[config.mk]
export PLATFORM = sky130hd
export DESIGN_NAME = sim_irq_mask
export DESIGN_NICKNAME = d
export VERILOG_FILES = /design/src/verilog/sim_pkg.sv /design/src/verilog/sim_irq_mask.sv
export VERILOG_INCLUDE_DIRS = /design/src /design/src/verilog
export SDC_FILE = /design/constraint.sdc
export NUM_CORES = 1
export LEC_CHECK = 0
export BUFFER_PORTS_ARGS = -buffer_cell sky130_fd_sc_hd__buf_2
export CAP_MARGIN = 20
export CORE_ASPECT_RATIO = 0.9
export CORE_UTILIZATION = 47
export DETAILED_ROUTE_END_ITERATION = 6
export PLACE_DENSITY = 0.83
export SYNTH_ARGS = -nofsm -noshare
export SYNTH_HDL_FRONTEND = slang
export SYNTH_SLANG_ARGS = --single-unit
export TNS_END_PERCENT = 1
[constraint.sdc]
create_clock -name clk -period 2.6 [get_ports clk]
set_input_delay 0.52 -clock clk [delete_from_list [all_inputs] [get_ports clk]]
set_output_delay 0.52 -clock clk [all_outputs]
set_load 0.05 [all_outputs]
[src/verilog/sim_defs.svh]
// register map, field positions and reset values of the serial controller interrupt mask block
// assumes a 32-bit word register port with byte addresses
`ifndef SIM_DEFS_SVH
`define SIM_DEFS_SVH
`define SIM_OFF_STATUS      8'h00
`define SIM_OFF_ENABLE_SET  8'h04
`define SIM_OFF_ENABLE_CLR  8'h08
`define SIM_OFF_MASK_VIEW   8'h0c
`define SIM_OFF_HOLD        8'h10
`define SIM_NUM_EVENTS      12
`define SIM_BIT_TX_FREE     0
`define SIM_BIT_TX_SENT     1
`define SIM_BIT_TX_DONE     2
`define SIM_BIT_TX_ZERO     3
`define SIM_BIT_RX_AVAIL    4
`define SIM_BIT_OVERRUN     5
`define SIM_BIT_RX_DONE     6
`define SIM_BIT_RX_ZERO     7
`define SIM_BIT_CMP_A       8
`define SIM_BIT_CMP_B       9
`define SIM_BIT_TX_SYNC     10
`define SIM_BIT_RX_SYNC     11
`define SIM_MASK_RESET      12'h000
`define SIM_STICKY_MASK     12'hf00
`endif

[src/verilog/sim_pkg.sv]
// types of the serial controller interrupt mask block
// assumes sim_defs.svh for widths
`include "sim_defs.svh"
package sim_pkg;
    typedef logic [`SIM_NUM_EVENTS-1:0] sim_evt_t;
    typedef struct packed {
        logic        wr;
        logic        rd;
        logic [7:0]  addr;
        logic [31:0] wdata;
    } sim_bus_req_t;
    // level sources from the datapath plus event pulses
    typedef struct packed {
        logic tx_holding_free;
        logic tx_all_sent;
        logic tx_count_done;
        logic tx_counters_zero;
        logic rx_word_available;
        logic rx_count_done;
        logic rx_counters_zero;
        logic rx_load;
        logic compare_match_a;
        logic compare_match_b;
        logic tx_sync_seen;
        logic rx_sync_seen;
    } sim_src_t;
endpackage

[src/verilog/sim_irq_mask.sv]
// interrupt enable, disable and mask logic with event status of a synchronous serial controller
// assumes status sources come from logic on clk; register port per house bus, read data one cycle later
//
// Functional notes
// - Writing a one to a bit of the disable register clears that mask bit, zeros leave it alone.
// - Writing a one to a bit of the enable register sets that mask bit, zeros leave it alone.
// - The read-only mask view reads one for each enabled event interrupt and zero otherwise.
// - Bits 0 to 7 are tx ready, tx empty, end of tx, tx buffer empty, rx ready, overrun, end of rx, rx buffer full.
// - Bits 8 to 11 are compare a, compare b, tx sync and rx sync, and bits 12 to 31 read zero.
// - Each compare match event has its own independently controlled mask bit.
// - Transmit and receive sync events each have their own mask bit set and cleared the same way.
// - The receive buffer full event has its own mask bit, cleared by a disable write.
// - Compare and sync flags are sticky since the last status read and clear on that read.
// - Overrun sets when a new word loads while the previous one is still unread, and clears on a status read.
`timescale 1ns/1ps
`include "sim_defs.svh"
module sim_irq_mask (
    input  wire logic                  clk,
    input  wire logic                  srst,
    input  wire logic                  ce,
    input  wire sim_pkg::sim_bus_req_t bus_req,
    output logic [31:0]                rdata,
    input  wire sim_pkg::sim_src_t     src,
    input  wire logic                  rx_word_read,
    output logic                       irq
);
    import sim_pkg::*;

    sim_evt_t mask_reg;
    sim_evt_t sticky_reg;
    logic     overrun_reg;
    logic     unread_reg;
    sim_evt_t status_now;
    sim_evt_t sticky_next;
    logic     wr_set;
    logic     wr_clr;
    logic     rd_status;

    function automatic logic hit(input logic strobe, input logic [7:0] a, input logic [7:0] off);
        hit = strobe && (a == off);
    endfunction

    assign wr_set    = hit(bus_req.wr, bus_req.addr, `SIM_OFF_ENABLE_SET);
    assign wr_clr    = hit(bus_req.wr, bus_req.addr, `SIM_OFF_ENABLE_CLR);
    assign rd_status = hit(bus_req.rd, bus_req.addr, `SIM_OFF_STATUS);

    // mask set and clear; a set and clear cannot coincide as strobes are single
    always_ff @(posedge clk) begin
        if (srst) begin
            mask_reg <= `SIM_MASK_RESET;
        end else if (ce) begin
            if (wr_set) begin
                mask_reg <= mask_reg | bus_req.wdata[`SIM_NUM_EVENTS-1:0];
            end else if (wr_clr) begin
                mask_reg <= mask_reg & ~bus_req.wdata[`SIM_NUM_EVENTS-1:0];
            end
        end
    end

    // sticky compare and sync flags, new event wins over the read clear
    always_comb begin
        sticky_next = rd_status ? '0 : sticky_reg;
        sticky_next[`SIM_BIT_CMP_A] = sticky_next[`SIM_BIT_CMP_A] | src.compare_match_a;
        sticky_next[`SIM_BIT_CMP_B] = sticky_next[`SIM_BIT_CMP_B] | src.compare_match_b;
        sticky_next[`SIM_BIT_TX_SYNC] = sticky_next[`SIM_BIT_TX_SYNC] | src.tx_sync_seen;
        sticky_next[`SIM_BIT_RX_SYNC] = sticky_next[`SIM_BIT_RX_SYNC] | src.rx_sync_seen;
        sticky_next = sticky_next & `SIM_STICKY_MASK;
    end

    always_ff @(posedge clk) begin
        if (srst) begin
            sticky_reg <= '0;
        end else if (ce) begin
            sticky_reg <= sticky_next;
        end
    end

    // unread tracks a held word not yet read; overrun when a load finds it unread
    always_ff @(posedge clk) begin
        if (srst) begin
            unread_reg <= 1'b0;
        end else if (ce) begin
            if (src.rx_load) begin
                unread_reg <= 1'b1;
            end else if (rx_word_read) begin
                unread_reg <= 1'b0;
            end
        end
    end

    always_ff @(posedge clk) begin
        if (srst) begin
            overrun_reg <= 1'b0;
        end else if (ce) begin
            if (src.rx_load && unread_reg && !rx_word_read) begin
                overrun_reg <= 1'b1;
            end else if (rd_status) begin
                overrun_reg <= 1'b0;
            end
        end
    end

    always_comb begin
        status_now = sticky_reg;
        status_now[`SIM_BIT_TX_FREE]  = src.tx_holding_free;
        status_now[`SIM_BIT_TX_SENT]  = src.tx_all_sent;
        status_now[`SIM_BIT_TX_DONE]  = src.tx_count_done;
        status_now[`SIM_BIT_TX_ZERO]  = src.tx_counters_zero;
        status_now[`SIM_BIT_RX_AVAIL] = src.rx_word_available;
        status_now[`SIM_BIT_OVERRUN]  = overrun_reg;
        status_now[`SIM_BIT_RX_DONE]  = src.rx_count_done;
        status_now[`SIM_BIT_RX_ZERO]  = src.rx_counters_zero;
    end

    // read data one cycle after the strobe, zero otherwise and for unmapped offsets
    always_ff @(posedge clk) begin
        if (srst) begin
            rdata <= 32'h0000_0000;
        end else if (ce) begin
            rdata <= 32'h0000_0000;
            if (bus_req.rd) begin
                unique case (bus_req.addr)
                    `SIM_OFF_STATUS:    rdata <= {20'h00000, status_now};
                    `SIM_OFF_MASK_VIEW: rdata <= {20'h00000, mask_reg};
                    default:            rdata <= 32'h0000_0000;
                endcase
            end
        end
    end

    always_ff @(posedge clk) begin
        if (srst) begin
            irq <= 1'b0;
        end else if (ce) begin
            irq <= |(status_now & mask_reg);
        end
    end
endmodule

==> Word level (Yosys, flattened, before mapping) <==
Cells that the tools add are included.
{ "totals": {"mem_bits_ro": 0, "reg_bits": 51, "output_inout_bits": 33, "mem_bits_rw": 0, "latch_bits": 0, "memories": 0, "input_bits": 58} }
{ "op_classes": {"mul": 0, "bitwise": 8, "muxes": 9, "div_mod_pow": 0, "magnitude_cmp": 0, "shift": 0, "reduce_logical": 14, "add_sub_neg": 0, "n_eq_ne": 3} }
{ "ops": {"columns": ["op", "n"], "rows": [
  ["2-to-1 mux 12 bit", 4],
  ["bitwise AND 12 bit", 2],
  ["one-hot mux 12 bit (2 select lines)", 1],
  ["equality test 8 x 4 -> 1 bit (second input constant)", 2],
  ["NOT 12 bit", 1],
  ["OR 12 bit", 1],
  ["OR reduction 12 bit", 1],
  ["equality test 8 x 3 -> 1 bit (second input constant)", 1],
  ["zero test 8 bit", 1],
  ["AND reduction 2 bit", 3],
  ["nonzero test 2 bit", 3],
  ["logical AND 1 bit", 5],
  ["2-to-1 mux 1 bit", 4],
  ["OR 1 bit", 4],
  ["zero test 1 bit", 1]
]} }

==> Logic depth before layout (Yosys ltp) <==
{ "depth": {"word_depth": 4, "depth_mapped": 5, "ltp_nobuf": 3} }

==> Worst setup path before layout <==
Ideal clock, no wire load.
{ "synth_path": {"path_type": "input port to flip-flop", "from": "input bus_req[33] (netlist name)", "to": "register rdata[10]", "slack_ns": 1.116, "setup_ns": 0.059, "arrival_ns": 1.425, "stages": 4, "cell_sequence": "nor4_4 > and4b_1 > buf_4 > a221o_1"} }
{ "synth_via": {"elab_chain_cells": 3} }
{ "synth_lines": {"columns": ["element", "line", "rtl"], "rows": [
  ["start: declaration", "sim_irq_mask.sv:21", "input wire sim_pkg::sim_bus_req_t bus_req,"],
  ["equality test 8 x 4 -> 1 bit or zero test 8 bit (tied branches)", "sim_irq_mask.sv:122", "unique case (bus_req.addr)"],
  ["one-hot mux 12 bit (2 select lines) (*)", "sim_irq_mask.sv:122", null],
  ["2-to-1 mux 12 bit (*)", "sim_irq_mask.sv:121", "if (bus_req.rd) begin"],
  ["end signal: assignment", "sim_irq_mask.sv:123", "`SIM_OFF_STATUS: rdata <= {20'h00000, status_now};"],
  ["end signal: assignment", "sim_irq_mask.sv:124", "`SIM_OFF_MASK_VIEW: rdata <= {20'h00000, mask_reg};"],
  ["end: declaration", "sim_irq_mask.sv:22", "output logic [31:0] rdata,"]
]} }
Every way passes the cells marked *; elsewhere a longest branch is shown, timed or not.
A chain may end at the register's enable or synchronous reset.

==> flow_summary.toml <==
[yosys]
synth_area_um2 = 1640
synth_compound_area_frac = 0.144
synth_cell_types = 32
syn_area_per_cell_um2 = 9.57
synthArstFlopShare = 0
synth_ff_type = "dfxtp_1"
synth_fa_ha_area_frac = 0
synth_edf_count = 0
synthMuxAreaShare = 0.0734
yosys.area_share.simple = 0.266
netlist_instances = 171
synthXorXnorAreaFrac = 0.00535
yosys_warnings = 0
ys_seq_elements = 31
synth_top_family_by_area = "simple AND/OR/NAND/NOR gates"
synth_seq_area_share = 0.379

[power]
power_frac_seq = 0.478
p_per_area_nw_per_um2 = 535
pwr-share-comb = 0.148
p_int_uw = 731
clockPowerShare = 0.374
p_leak_uw = 0.000954
switching_power_uw = 290
peakVddDrop_mv = 0.273
swShare = 0.284

[floorplan]
die_w_um = 64.2
core_area_um2 = 3190
die-area_um2 = 3720
num_rows = 19
io_pins = 91
start_util = 0.514
die_h_um = 58.0

[final_layout]
nNetsFinal = 276
final_area_um2 = 1910
num_antenna_cells = 0
utilization = 0.599
syn2layout_area_growth_pct = 16.7
final_common_cell = "buf_2"
final_cell_mix = "buf_2, dfxtp_1, conb_1"
drive_gt1_frac = 0.284
nFillCells = 297

[cts]
cts-root-buf = "clkbuf_8"
cts.clk_slew.worst_paths_ps = 60
postCtsSetupRepairBufs = 0
cts.sinks = 31
cts_tree = "yes"
cts.repair.resized = 0
cts_inserted_buffers = 5
clock_path_buffers = 2
clk_latency_ps = 290
cts_htree_levels = 2
ctsHoldBuffers = 0

[sta]
finClkSkew_ps = 4.01
slew-limit-headroom = 0.573
rsz0062_at_grt = "false"
fin_crit_sh = 0.668
final_max_slew_viol_count = 0
worst_pin_slew_ps = 638
setup_viol = 0
fmax_ghz = 0.576
hold_viol_final = 0
tns_ps = 0
period_minus_slack_ps = 1740

[route]
drt_iter0_drc = 100
vias = 1413
drtPass1Iterations = 4
wire_per_inst_um = 14.1
ant_nets = 0
wl_mm = 3.66
route.detailed.drc = 0
via_per_inst = 5.43

[worst_setup_path]
rrSetupSlack_ps = 1490
required_ps = 2830
timing.rr.start = "sticky_reg[10]$_SDFFE_PP0P_"
startpoint_type = "input pin"
critPathMaxFanout = 20
r2r_cells = 3
cp.arrival_ps = 1960
r2r-end = "irq$_SDFFE_PP0P_"
path_class = "in2reg"
endpoint_kind = "register"

[hold_path]
hold_class = "reg2reg"
hold_end = "unread_reg$_SDFFE_PP0P_"
worstHoldStart = "unread_reg$_SDFFE_PP0P_"
holdPathStages = 2

[run]
maxCapViolCount = 0

[grt]
grt_pass1_vias = 1198
grt_overflow = 0
grt_max_degree = 23
track_usage = 0.208
antenna_found_initial = 0
grt_first_pass_wirelength_mm = 5.78

[placed_design]
place_area_um2 = 1820
dp.final_hpwl_mm = 2.57
portBuffers = 50
place_congestion = 0.791

[outcome]
status = "finished clean"
==> layout make-up <==
cell class                 instances  area [µm²]  share of cell area
multi-input combinational        127         876               0.459
sequential                        31         621               0.325
timing repair buffer              53         273               0.143
clock buffer                       6        82.6              0.0433
tap                               42        52.6              0.0275
clock inverter                     1        5.00             0.00262
==> worst max-delay path by stage <==
| stage | startpoint | endpoint | slack [ps] | cells past startpoint |
|---|---|---|---|---|
| 2_1_floorplan | bus_req[33] | rdata[10]$_SDFFE_PP0P_ | 1120 | 4 |
| 3_3_place_gp | ce | rdata[1]$_SDFFE_PP0P_ | 580 | 4 |
| 3_5_place_dp | ce | rdata[9]$_SDFFE_PP0P_ | 570 | 4 |
| 4_1_cts | ce | rdata[5]$_SDFFE_PP0P_ | 870 | 4 |
| 5_1_grt | ce | rdata[9]$_SDFFE_PP0P_ | 750 | 4 |
| 6_report | ce | rdata[1]$_SDFFE_PP0P_ | 860 | 4 |
==> power by group through the flow <==
stage,clock [µW],combinational [µW],sequential (µW)
global placement,0,149,498
finish,382,151,488
detailed placement,0,151,498
global route,407,161,488
floorplan,0,128,499
CTS,386,151,487
==> Yosys cell counts (2+ instances only) <==
| cell | n | share of area |
|---|---|---|
| dfxtp_1 | 31 | 0.38 |
| buf_4 | 23 | 0.11 |
| and3_1 | 15 | 0.057 |
| nand2b_1 | 13 | 0.050 |
| mux2i_1 | 12 | 0.073 |
| nand4_1 | 12 | 0.046 |
| a221o_1 | 11 | 0.067 |
| and2_1 | 11 | 0.042 |
| a22o_1 | 6 | 0.032 |
| clkbuf_1 | 5 | 0.011 |
| buf_2 | 4 | 0.012 |
| nand2_1 | 4 | 0.0092 |
| nor2_1 | 3 | 0.0069 |
| a21oi_1 | 2 | 0.0061 |
| a22oi_1 | 2 | 0.0092 |
==> metal layers <==
layer  vias up  share of wire  track usage
met5         -              0            0
met1       652           0.45        0.272
met4         0          0.013       0.0762
met2        71           0.45        0.328
li1        684              -            -
met3         6          0.082       0.0591
==> through the flow <==
stage               cells  hold WS [ps]  power, µW  worst slack, ps
CTS                   260           453       1020              872
finish                260           455       1020              864
detailed placement    253           446        648              571
global placement      253           443        646              585
global route          260           455       1050              753
floorplan             190           436        627             1120
==> cells by family after synthesis <==
group,Yosys count
AO/OA/AOI/OAI,27
flip-flops,31
other,1
buffers and inverters,32
AND/OR/NAND/NOR,67
multiplexers,12
XOR/XNOR,1
==> critical path, stage by stage <==
cell      delay (ps)
buf_2            260
nor4bb_2         400
and4b_1          560
a221o_1          230
Note: power is estimated with default switching activity, not from simulation.
